[src/rtl/csit_defs.svh]
`ifndef CSIT_DEFS_SVH
`define CSIT_DEFS_SVH
// Register addresses in the special function register space
`define CSIT_ADDR_STATUS 8'hB2
`define CSIT_ADDR_TAG1 8'hBC
// Object count and highest object number
`define CSIT_NUM_OBJ 15
`define CSIT_MAX_OBJ 4'hE
// Status flag bit positions
`define CSIT_B_LENW 7
`define CSIT_B_TXD 6
`define CSIT_B_RXD 5
`define CSIT_B_BIT 4
`define CSIT_B_STF 3
`define CSIT_B_CRC 2
`define CSIT_B_FRM 1
`define CSIT_B_ACK 0
// CRC-15 generator polynomial
`define CSIT_CRC_POLY 15'h4599
// Equal-bit run that is still legal before a stuff error
`define CSIT_STUFF_RUN 3'h5
`define CSIT_RUN_ONE 3'h1
// Identifier bits carried by tag byte one, per format
`define CSIT_ID_STD_HI 10
`define CSIT_ID_STD_LO 3
`define CSIT_ID_EXT_HI 28
`define CSIT_ID_EXT_LO 21
`endif

[src/rtl/csit_pkg.sv]
package csit_pkg;
	// Frame field reported by the protocol engine for the current bit
	typedef enum logic [3:0] {
		CSIT_F_SOF = 4'h0,
		CSIT_F_ARB = 4'h1,
		CSIT_F_CTRL = 4'h2,
		CSIT_F_DATA = 4'h3,
		CSIT_F_CRC = 4'h4,
		CSIT_F_CRC_DELIM = 4'h5,
		CSIT_F_ACK_SLOT = 4'h6,
		CSIT_F_ACK_DELIM = 4'h7,
		CSIT_F_EOF = 4'h8,
		CSIT_F_IDLE = 4'h9,
		CSIT_F_ERROR = 4'hA
	} csit_field_t;
	// Frame tracker state
	typedef enum logic [1:0] {
		CSIT_S_IDLE = 2'b00,
		CSIT_S_TX = 2'b01,
		CSIT_S_RX = 2'b10
	} csit_fsm_t;
	// Whole state of the top module
	typedef struct packed {
		logic rx_meta;
		logic rx_bit;
		logic [14:0][7:0] status;
		logic [14:0] crc;
		logic [14:0] crc_rx;
		logic [2:0] same_cnt;
		logic last_bit;
		csit_fsm_t fsm;
		logic [3:0] obj;
		logic [7:0] rdata;
		logic rd_tag;
		logic lc_wr;
		logic [3:0] lc_obj;
		logic [3:0] lc_val;
		logic [14:0] irq;
	} csit_state_t;
endpackage

[src/rtl/csit_tag_mem.sv]
`timescale 1ns/1ps
// Identifier tag byte store, one byte per object, registered read
module csit_tag_mem (
	input wire logic clk, // System clock
	input wire logic rst_n, // Async reset, active low
	input wire logic we, // Write strobe
	input wire logic [3:0] waddr, // Write object number
	input wire logic [7:0] wdata, // Write byte
	input wire logic [3:0] raddr, // Read object number
	output logic [7:0] rdata // Registered read byte
);
	// Storage has no reset: contents undefined until written
	logic [7:0] mem [0:14];

	// Write port
	always_ff @(posedge clk) begin
		if (we) begin
			mem[waddr] <= wdata;
		end
	end

	// Read data register
	always_ff @(posedge clk or negedge rst_n) begin
		if (!rst_n) begin
			rdata <= 8'h00;
		end else begin
			rdata <= mem[raddr];
		end
	end
endmodule

[src/rtl/csit_top.sv]
`timescale 1ns/1ps
`include "csit_defs.svh"
// Per-object status flags and first identifier tag byte
module csit_top (
	input wire logic clk, // System clock, 250 MHz
	input wire logic rst_n, // Async reset, active low
	input wire logic [7:0] sfr_addr, // Register address
	input wire logic sfr_wr, // Register write strobe
	input wire logic sfr_rd, // Register read strobe
	input wire logic [7:0] sfr_wdata, // Register write data
	output logic [7:0] sfr_rdata, // Read data, one cycle after strobe
	input wire logic [3:0] object_number, // Selected object from page register
	input wire logic can_rx, // Bus receive pin
	input wire logic can_tx_level, // Level the engine drives this bit
	input wire logic bit_strobe, // Sample point pulse
	input wire csit_pkg::csit_field_t frame_field, // Field of current bit
	input wire logic bit_is_stuff, // Current bit is a stuff bit
	input wire logic transmitting, // Node is transmitter
	input wire logic error_frame, // Node is sending an error frame
	input wire logic tx_done, // Transmission finished, pulse
	input wire logic rx_done, // Reception finished, pulse
	input wire logic [14:0] tx_enable, // Objects enabled for transmission
	input wire logic [14:0] rx_enable, // Objects enabled for reception
	input wire logic [14:0] rx_hit, // Objects matched by received frame
	input wire logic [28:0] rx_ident, // Received identifier
	input wire logic [3:0] rx_length_code, // Received length code
	input wire logic [59:0] cfg_length_code, // Configured length code per object
	input wire logic [14:0] extended_id_select, // Per-object format select
	output logic [3:0] tx_obj, // Object chosen for the current frame
	output logic length_code_wr, // Pulse: overwrite stored length code
	output logic [3:0] length_code_obj, // Object whose length code is written
	output logic [3:0] length_code, // Received length code to store
	output logic [14:0] obj_irq // Per-object interrupt request level
);
	csit_pkg::csit_state_t s_reg; // Current state
	csit_pkg::csit_state_t s_next; // Next state
	logic [14:0][7:0] ev; // Flag set events this cycle
	logic [3:0] tx_pick; // Lowest pending transmit object
	logic [3:0] rx_pick; // Lowest hit receive object
	logic [3:0] rxen_pick; // Lowest receive-enabled object
	logic bit_err_flag_ev, stuff_err_flag_ev, crc_err_flag_ev, form_err_flag_ev, ack_err_flag_ev; // Error events
	logic tag_we; // Tag byte write strobe
	logic [3:0] tag_waddr; // Tag write object
	logic [7:0] tag_wdata; // Tag write byte
	logic [7:0] tag_q; // Tag read byte
	logic [3:0] exp_lc; // Configured length code of hit object
	logic in_stuffed; // Current bit lies in the stuffed region
	logic [2:0] run_next; // Equal-bit run including this bit
	logic obj_ok; // Selected object number is in range

	// Lowest set index wins
	function automatic logic [3:0] lowest(input logic [14:0] v);
		logic [3:0] r;
		r = 4'h0;
		for (int i = `CSIT_NUM_OBJ - 1; i >= 0; i--) begin
			if (v[i]) begin
				r = 4'(i);
			end
		end
		return r;
	endfunction

	// Priority picks
	assign tx_pick = lowest(tx_enable);
	assign rx_pick = lowest(rx_hit);
	assign rxen_pick = lowest(rx_enable);
	assign exp_lc = cfg_length_code[rx_pick * 4 +: 4];
	assign obj_ok = (object_number <= `CSIT_MAX_OBJ);
	assign in_stuffed = (frame_field <= csit_pkg::CSIT_F_CRC);
	// Run count saturates one past the legal run so a long run never wraps to zero
	assign run_next = (s_reg.rx_bit != s_reg.last_bit) ? `CSIT_RUN_ONE
		: (s_reg.same_cnt > `CSIT_STUFF_RUN) ? s_reg.same_cnt
		: s_reg.same_cnt + `CSIT_RUN_ONE;

	// Tag store: received identifier has priority over a CPU write
	always_comb begin
		tag_we = 1'b0;
		tag_waddr = object_number;
		tag_wdata = sfr_wdata;
		if (rx_done && (rx_hit != 15'h0000)) begin
			tag_we = 1'b1;
			tag_waddr = rx_pick;
			// Layout follows the object's format select
			tag_wdata = extended_id_select[rx_pick] ? rx_ident[`CSIT_ID_EXT_HI:`CSIT_ID_EXT_LO]
				: rx_ident[`CSIT_ID_STD_HI:`CSIT_ID_STD_LO];
		end else if (sfr_wr && (sfr_addr == `CSIT_ADDR_TAG1) && obj_ok) begin
			tag_we = 1'b1;
		end
	end

	csit_tag_mem u_tag (
		.clk(clk),
		.rst_n(rst_n),
		.we(tag_we),
		.waddr(tag_waddr),
		.wdata(tag_wdata),
		.raddr(object_number),
		.rdata(tag_q)
	);

	// Next-state logic
	always_comb begin
		s_next = s_reg;
		ev = '0;
		bit_err_flag_ev = 1'b0;
		stuff_err_flag_ev = 1'b0;
		crc_err_flag_ev = 1'b0;
		form_err_flag_ev = 1'b0;
		ack_err_flag_ev = 1'b0;
		// Two-stage synchroniser on the bus pin
		s_next.rx_meta = can_rx;
		s_next.rx_bit = s_reg.rx_meta;
		s_next.lc_wr = 1'b0;
		if (bit_strobe) begin
			if (frame_field == csit_pkg::CSIT_F_SOF) begin
				// New frame: start CRC, run count and owner object
				s_next.crc = 15'h0000;
				s_next.same_cnt = `CSIT_RUN_ONE;
				s_next.last_bit = s_reg.rx_bit;
				s_next.fsm = transmitting ? csit_pkg::CSIT_S_TX : csit_pkg::CSIT_S_RX;
				s_next.obj = transmitting ? tx_pick : rxen_pick;
			end else if (in_stuffed && (s_reg.fsm != csit_pkg::CSIT_S_IDLE)) begin
				// Six equal bits inside the stuffed region
				s_next.same_cnt = run_next;
				s_next.last_bit = s_reg.rx_bit;
				// Flag once, on the sixth equal bit
				stuff_err_flag_ev = (run_next > `CSIT_STUFF_RUN)
					&& (s_reg.same_cnt == `CSIT_STUFF_RUN);
			end
			// CRC over destuffed bits from start of frame through data
			if (!bit_is_stuff && (frame_field <= csit_pkg::CSIT_F_DATA)) begin
				s_next.crc = {s_next.crc[13:0], 1'b0}
					^ ((s_reg.rx_bit ^ s_next.crc[14]) ? `CSIT_CRC_POLY : 15'h0000);
			end
			// Collect the received CRC field
			if (!bit_is_stuff && (frame_field == csit_pkg::CSIT_F_CRC)) begin
				s_next.crc_rx = {s_reg.crc_rx[13:0], s_reg.rx_bit};
			end
			// Compare at the CRC delimiter
			if ((frame_field == csit_pkg::CSIT_F_CRC_DELIM) && (s_reg.fsm == csit_pkg::CSIT_S_RX)) begin
				crc_err_flag_ev = (s_reg.crc != s_reg.crc_rx);
			end
			// Fixed-form bits must read recessive
			if (((frame_field == csit_pkg::CSIT_F_CRC_DELIM)
				|| (frame_field == csit_pkg::CSIT_F_ACK_DELIM)
				|| (frame_field == csit_pkg::CSIT_F_EOF))
				&& (s_reg.fsm != csit_pkg::CSIT_S_IDLE)) begin
				form_err_flag_ev = !s_reg.rx_bit;
			end
			// Transmitter sees no dominant acknowledge
			if ((frame_field == csit_pkg::CSIT_F_ACK_SLOT) && transmitting) begin
				ack_err_flag_ev = s_reg.rx_bit;
			end
			// Readback compare, transmitter only, with two exemptions
			if (transmitting && (s_reg.rx_bit != can_tx_level)) begin
				bit_err_flag_ev = 1'b1;
				if ((frame_field == csit_pkg::CSIT_F_ARB) && can_tx_level) begin
					bit_err_flag_ev = 1'b0;
				end
				if ((frame_field == csit_pkg::CSIT_F_ACK_SLOT) && !s_reg.rx_bit
					&& (error_frame || !s_reg.rx_bit)) begin
					bit_err_flag_ev = 1'b0;
				end
			end
		end
		// Errors go to the object owning the frame
		if (s_reg.fsm != csit_pkg::CSIT_S_IDLE) begin
			ev[s_reg.obj][`CSIT_B_BIT] = bit_err_flag_ev;
			ev[s_reg.obj][`CSIT_B_STF] = stuff_err_flag_ev;
			ev[s_reg.obj][`CSIT_B_CRC] = crc_err_flag_ev;
			ev[s_reg.obj][`CSIT_B_FRM] = form_err_flag_ev;
			ev[s_reg.obj][`CSIT_B_ACK] = ack_err_flag_ev;
		end
		// Successful transmission
		if (tx_done && (s_reg.fsm == csit_pkg::CSIT_S_TX)) begin
			ev[s_reg.obj][`CSIT_B_TXD] = 1'b1;
			s_next.fsm = csit_pkg::CSIT_S_IDLE;
		end
		// Successful reception updates the lowest hit object
		if (rx_done) begin
			s_next.fsm = csit_pkg::CSIT_S_IDLE;
			if (rx_hit != 15'h0000) begin
				ev[rx_pick][`CSIT_B_RXD] = 1'b1;
				ev[rx_pick][`CSIT_B_LENW] = (rx_length_code != exp_lc);
				s_next.lc_wr = 1'b1;
				s_next.lc_obj = rx_pick;
				s_next.lc_val = rx_length_code;
			end
		end
		// CPU write of the selected object's flags
		if (sfr_wr && (sfr_addr == `CSIT_ADDR_STATUS) && obj_ok) begin
			s_next.status[object_number] = sfr_wdata;
		end
		// Hardware set wins over a same-cycle clear
		for (int i = 0; i < `CSIT_NUM_OBJ; i++) begin
			s_next.status[i] = s_next.status[i] | ev[i];
			s_next.irq[i] = |s_next.status[i];
		end
		// Register read
		s_next.rd_tag = sfr_rd && (sfr_addr == `CSIT_ADDR_TAG1) && obj_ok;
		if (sfr_rd && (sfr_addr == `CSIT_ADDR_STATUS) && obj_ok) begin
			s_next.rdata = s_reg.status[object_number];
		end else begin
			s_next.rdata = 8'h00;
		end
	end

	// State register
	always_ff @(posedge clk or negedge rst_n) begin
		if (!rst_n) begin
			s_reg <= '0;
		end else begin
			s_reg <= s_next;
		end
	end

	// Outputs
	assign sfr_rdata = s_reg.rd_tag ? tag_q : s_reg.rdata;
	assign tx_obj = s_reg.obj;
	assign length_code_wr = s_reg.lc_wr;
	assign length_code_obj = s_reg.lc_obj;
	assign length_code = s_reg.lc_val;
	assign obj_irq = s_reg.irq;
endmodule

[config.mk]
export PLATFORM = sky130hd
export DESIGN_NAME = csit_top
export DESIGN_NICKNAME = d
export VERILOG_FILES = /design/src/rtl/csit_pkg.sv /design/src/rtl/csit_tag_mem.sv /design/src/rtl/csit_top.sv
export VERILOG_INCLUDE_DIRS = /design/src /design/src/rtl
export SDC_FILE = /design/constraint.sdc
export NUM_CORES = 1
export LEC_CHECK = 0
export BUFFER_PORTS_ARGS = -buffer_cell sky130_fd_sc_hd__buf_2
export CAP_MARGIN = 15
export CORE_MARGIN = 2
export CORE_UTILIZATION = 38
export DETAILED_ROUTE_END_ITERATION = 6
export RECOVER_POWER = 50
export SYNTH_ARGS = -nofsm -noshare
export SYNTH_HDL_FRONTEND = slang
export SYNTH_SLANG_ARGS = --single-unit
export TNS_END_PERCENT = 10
[constraint.sdc]
create_clock -name clk -period 4.6 [get_ports clk]
set_clock_uncertainty 0.1 [all_clocks]
set_input_delay 0.46 -clock clk [delete_from_list [all_inputs] [get_ports clk]]
set_output_delay 0.46 -clock clk [all_outputs]
set_load 0.02 [all_outputs]
==> results of run 1 <==
## synthesized netlist by cell type, types with 12 or more instances
| cell | n |
|---|---|
| a21oi_1 | 27 |
| buf_1 | 13 |
| buf_4 | 31 |
| clkbuf_1 | 50 |
| dfrtp_1 | 203 |
| edfxtp_1 | 120 |
| inv_1 | 25 |
| mux2_2 | 31 |
| mux2i_1 | 148 |
| mux4_2 | 64 |
| nand2_1 | 125 |
| nand3_1 | 43 |
| nand4_1 | 13 |
| nor2_1 | 60 |
| nor2b_1 | 20 |
| nor3_1 | 32 |
| nor4_1 | 26 |
| o21ai_0 | 140 |
| o22ai_1 | 12 |
| xor2_1 | 14 |
## worst max path at each step
stage | startpoint | end | cells past startpoint
after CTS | rx_hit[11] | u_tag.mem[4][4] | 11
after global placement | rx_hit[11] | u_tag.mem[10][4] | 11
after floorplan | rx_hit[13] | u_tag.mem[0][0] | 10
after detailed placement | rx_hit[11] | u_tag.mem[8][4] | 11
after global routing | s_reg[38] | obj_irq[8] | 7
final | s_reg[38] | obj_irq[5] | 7
## report_power, final
part,switching (mW),internal (mW)
registers,0.0961,3.14
logic,0.532,0.333
clock network,1.16,1.65
## area by class of cell
class                   instances  area (µm²)  area share [%]
well taps                     585         732            3.81
clock inverters                14         144           0.748
multi-input cells             925        7250            37.7
repair buffers                251        1320            6.84
inverters                      26        97.6           0.508
clock buffers                  50        1000            5.23
flip-flops and latches        323        8680            45.2
diodes                          1        2.50          0.0130
## routing by layer
| metal | GRT usage (%) | vias to the layer above |
|---|---|---|
| met4 | 6.85 | 4 |
| met2 | 35.3 | 447 |
| met5 | 0 | - |
| met1 | 29.8 | 6080 |
| met3 | 4.34 | 87 |
| li1 | - | 5536 |
## cells by family after synthesis
| logic type | Yosys count | synth area share (%) |
|---|---|---|
| fa+ha+maj | 2 | 0.151 |
| simple gates | 374 | 11.5 |
| compound gates | 281 | 11.0 |
| xor+xnor | 25 | 1.33 |
| mux | 243 | 19.8 |
| flops | 323 | 52.6 |
| buf+inv | 123 | 3.60 |
## worst reg2reg max path, delay by kind of cell (launching register included)
kind            cells  cell delay, ps
simple gates        6            2870
compound gates      1             450
flops               1             390
## placed cells by master, fill, tap and decap left out, drive strengths merged, types with 13 or more instances in the layout
master,count
dfrtp,203
buf,203
o21ai,156
mux2i,148
nand2,127
edfxtp,120
clkbuf,96
mux4,64
nor2,61
nand3,45
nor3,34
mux2,31
nor4,30
inv,30
a21oi,27
nor2b,20
xor2,14
nand4,13
## through the flow
stage	util, %	setup WS (ps)
floorplan	-	1200
global placement	42.1	445
detailed placement	42.1	351
CTS	44.9	877
global route	44.7	537
finish	44.7	719
## timing repair
| action | 4_1_cts | 5_1_grt |
|---|---|---|
| endpoints found under the hold margin | 84 | 0 |
| hold buffers | 2 | 0 |
| gates resized for setup | 0 | 0 |
==> results.txt, run 1 <==
Hold EP: length_code[0]
Hold Crit Class: in -> reg
Syn-to-layout area delta: 16.4%
crit path max-delay cell type: or2_0
Syn Nets: 1562
die footprint: 45200 µm²
I/O Buffers: 210
GRT Overall Usage: 21.9%
Final min period: 3880 ps
WP buf/inv: 0
max cap viols: 1
Mapped Cells: 1371
uppermost routed layer: met5
Reg2Reg Capture Point: obj_irq[5]
Worst Path Required: 4950 ps
synthesized area: 16500 µm²
Final ANT Viol Nets: 0
post-synth top area share: 30.7%
crit-path cells: or2_0 -> nand4_1 -> nor3_1 -> nand2_1 -> o21ai_0 -> nor4_1 -> nand3_1
DR WL met2: 23000 µm
Worst VDD drop: 0.000285 V
routed wire length on met3: 3250 µm
crit-path max FO: 20
DP Cell Count: 2106
Worst-path clk slew: 60 ps
First-pass DRT Iterations: 6
Layout Cells excl Fill: 2175
grt ovf: 0
Setup-failing EPs final: 0
Clock Sinks: 323
Mean Syn Cell Area: 12.1 µm²
f_max: 258 MHz
status: complete, but fails checks
Post-DP Area: 18100 µm²
async set-reset flop share out of synthesis: 62.8%
Vias/cell: 5.59
dominant cells by area after synthesis: dfrtp_1, edfxtp_1, mux2i_1, mux4_2, o21ai_0
CTS HTree Levels: 2
Critical Path AT: 4230 ps
Seq/Total Area, Yosys: 52.6%
CP Capture Type: register
TritonCTS clock tree: built
ys flop type: dfrtp_1
Hold Startpoint: rx_length_code[0]
unrepaired setup endpoints after global routing: no
setup TNS: 0 ps
initial antenna violation count: 3
measured slew at the worst slew-check pin: 2140 ps
hpwl dp: 35900 µm
final hold vios: 0
I/O Pins: 225
number of flops mapped to enable cells by yosys: 120
Initial Util: 38.4%
drt drc: 0
nets@finish: 1754
wire length per cell: 22.5 µm
row count: 76
cell taking the most area after synthesis: dfrtp_1
Power Total: 6.92 mW
Yosys warnings: 0
RePlAce Congestion: 0.908
leak pwr: 8.11 nW
Worst-Skew Late Latency: 530 ps
layout cell share with drive strength beyond 1: 24.7%
Final Cell Area: 19200 µm²
Tcrit/Tclk final: 84.4%
Yosys cell types: 81
WL final: 48900 µm
Rel. slew slack: -43.0%
die boundary height: 213 µm
met1 wire length: 21200 µm
max reg flops: 166
clock root buffer master: clkbuf_16
R2R depth: 7
delay of the slowest critical-path stage: 1050 ps
hold path depth: 3
Worst R2R Start: s_reg[38]
power per cell area: 360 nW/µm²
CTS Buffer Depth: 3
starting DRC count in detailed routing: 1000
core area: 43000 µm²
R2R Setup Slk: 720 ps
DR vias: 12154
CP delay by family, top: simple AND/OR/NAND/NOR gates
largest net degree at the start of global routing: 86
Setup Buffers After CTS: 0
violated checks: capacitance limit, slew limit
Num CTS Buffers: 36
final hold slack: 65.4 ps
Final Max Tran Viols: 85
# fillers: 4131
Die W: 213 µm
startpoint types: register
crit path kind: reg -> reg
Synth Register Bits: 323
global-route wire length before repair: 74300 µm
number of global-route vias before repair: 12342
No activity file was read; power rests on OpenSTA's default activity.
==> run 2: changes to the inputs <==
==> constraint.sdc (replaced) <==
create_clock -name clk -period 3.55 [get_ports clk]
set_clock_uncertainty 0.1 [all_clocks]
set_input_delay 0.355 -clock clk [delete_from_list [all_inputs] [get_ports clk]]
set_output_delay 0.355 -clock clk [all_outputs]
set_load 0.02 [all_outputs]
==> results.txt, run 2 (synthesis results as in run 1) <==
die boundary height: 213 µm (unchanged)
Worst-path clk slew: 60 ps (about the same)
post_cts resized: 0 (unchanged)
global routing's busiest layer: met2
Worst R2R Start: s_reg[38]
area of the multi-input gates: 7240 µm² (-0.14%)
layout cell share with drive strength beyond 1: 25.9% (+1.2 points)
First-pass DRT Iterations: 5 (-1)
final hold vios: 0 (unchanged)
CP delay by family, top: compound AO/OA/AOI/OAI gates
Setup Buffers After CTS: 0 (unchanged)
Num CTS Buffers: 35 (-2.8%)
power per cell area: 460 nW/µm² (+28%)
Critical Path AT: 3310 ps (-920 ps)
wire length per cell: 22.6 µm (+0.52%)
DR vias: 12368 (+1.8%)
Worst Path Required: 3630 ps (-1320 ps)
nets@finish: 1789 (+2.0%)
max cap viols: 1 (unchanged)
# fillers: 4057 (-1.8%)
Crit path depth: 12 (+5)
number of global-route vias before repair: 12763 (+3.4%)
die footprint: 45200 µm² (unchanged)
most common cell after layout, fill and taps aside: dfrtp_1
Final Max Tran Viols: 100 (+18%)
delay of the slowest critical-path stage: 750 ps (-300 ps)
row count: 76 (unchanged)
WP buf/inv: 3 (+3)
unrepaired setup endpoints after global routing: no
initial antenna violation count: 3 (unchanged)
CTS Buffer Depth: 3 (unchanged)
CP Capture Point: u_tag.mem[9][2]
crit path kind: in -> reg
leak pwr: 8.30 nW (+2.4%)
grt ovf: 0 (unchanged)
Final min period: 3230 ps
R2R Setup Slk: 580 ps (-140 ps)
GRT Overall Usage: 22.4% (+0.50 points)
Vias/cell: 5.60 (+0.15%)
Tcrit/Tclk final: 90.9%
Place WS: -192 ps (-542 ps)
Power Total: 8.98 mW (+30%)
violated checks: capacitance limit, slew limit
Initial Util: 38.4% (unchanged)
CTS HTree Levels: 2 (unchanged)
Critical Path Start: rx_hit[11]
crit-path cells: clkbuf_1 -> or4_4 -> o221ai_4 -> a21boi_2 -> buf_4 -> nor2_1 -> a222oi_1 -> o22ai_1 -> a211oi_4 -> buf_12 -> mux2i_1 -> o21ai_1
clock root buffer master: clkbuf_16
Final ANT Viol Nets: 0 (unchanged)
Setup-failing EPs final: 0 (unchanged)
crit path max-delay cell type: o21ai_1
Hold Crit Class: in -> reg
Clock Sinks: 323 (unchanged)
met3 Track Usage GR: 4.00% (-0.34 points)
crit-path max FO: 15 (-25%)
Rel. slew slack: -75.3% (-32 points)
Worst-Skew Late Latency: 520 ps (about the same)
starting DRC count in detailed routing: 1049 (+4.9%)
Reg2Reg Capture Point: obj_irq[1]
CP Capture Type: register
hpwl dp: 36900 µm (+2.8%)
register area: 8680 µm² (unchanged)
Worst VDD drop: 0.000252 V (-12%)
WL final: 49900 µm (+2.1%)
max reg flops: 166 (unchanged)
Final WS setup: 324 ps (-395 ps)
startpoint types: primary input
TritonCTS clock tree: built
f_max: 310 MHz
I/O Buffers: 210 (unchanged)
R2R depth: 8 (+1)
met2 Usage GRT: 37.2% (+1.9 points)
Die W: 213 µm (unchanged)
Syn-to-layout area delta: 18.2%
global-route wire length before repair: 76000 µm (+2.2%)
GR Util met1: 30.0% (+0.18 points)
core area: 43000 µm² (unchanged)
# hold bufs at CTS: 7 (+5)
RePlAce Congestion: 0.884 (-2.7%)
Final Util: 45.4% (+0.69 points)
drt drc: 0 (unchanged)
commonest cells after routing, fill and taps aside: dfrtp_1, buf_2, mux2i_1, o21ai_0, nand2_1
status: complete, but fails checks
largest net degree at the start of global routing: 101 (+17%)
measured slew at the worst slew-check pin: 2630 ps (+484 ps)
I/O Pins: 225 (unchanged)
-- run 2: cell types whose count changed in the layout (fill, tap and decap cells not counted), moves of 2 or more --
| cell | previous run | this run |
|---|---|---|
| buf_12 | 1 | 4 |
| inv_6 | 4 | 0 |
| nor3_1 | 32 | 34 |
| clkinv_2 | 4 | 7 |
| clkbuf_2 | 2 | 4 |
| clkbuf_8 | 3 | 7 |
| dlygate4sd3_1 | 2 | 7 |
| nor3_2 | 2 | 0 |
| buf_4 | 33 | 55 |
-- run 2: layer usage --
metal | vias up | wire [µm]
li1 | 5617 | -
met1 | 6239 | 21300
met2 | 433 | 24200
met3 | 75 | 3060
met4 | 4 | 1250
met5 | - | 27
-- run 2: layout make-up --
cell class | count | share of cell area [%]
clock buffers | 53 | 5.52
repair buffers | 287 | 8.26
multi-input cells | 925 | 37.1
clock inverters | 10 | 0.417
inverters | 26 | 0.500
flip-flops and latches | 323 | 44.5
well taps | 585 | 3.75
diodes | 1 | 0.0128
-- run 2: where the power goes --
part / switching [mW] / internal (mW) / total, mW
Sequential: 0.126 / 4.07 / 4.20
Combinational: 0.690 / 0.453 / 1.14
Clock: 1.46 / 2.17 / 3.64
-- run 2: worst min path at each step --
stage | cells after the start | from | endpoint | slack (ps)
after CTS | 4 | rx_enable[0] | tx_obj[0] | 20
after global routing | 4 | rx_enable[0] | tx_obj[0] | 60
after floorplan | 0 | rst_n | length_code[0] | -40
after global placement | 0 | s_next[193] | s_reg[193] | 240
final | 4 | rx_enable[0] | tx_obj[0] | 40
after detailed placement | 0 | s_next[193] | s_reg[193] | 240
-- run 2: metrics by stage --
stage | hold slack, ps | setup TNS, ps | instances | instance area, µm²
2_1_floorplan | -40.6 | 0 | 1371 | 16500
3_3_place_gp | 236 | -2810 | 2139 | 18400
3_5_place_dp | 238 | -17010 | 2139 | 18400
4_1_cts | 16.9 | 0 | 2209 | 19600
5_1_grt | 63.7 | 0 | 2209 | 19500
6_report | 36.8 | 0 | 2210 | 19500
-- run 2: worst reg2reg max path: cells and delay by family, from the launching register on --
family                 cells  cell delay, ps
buffers and inverters      1             320
AO/OA/AOI/OAI              1             240
flip-flops                 1             400
AND/OR/NAND/NOR            6            1820
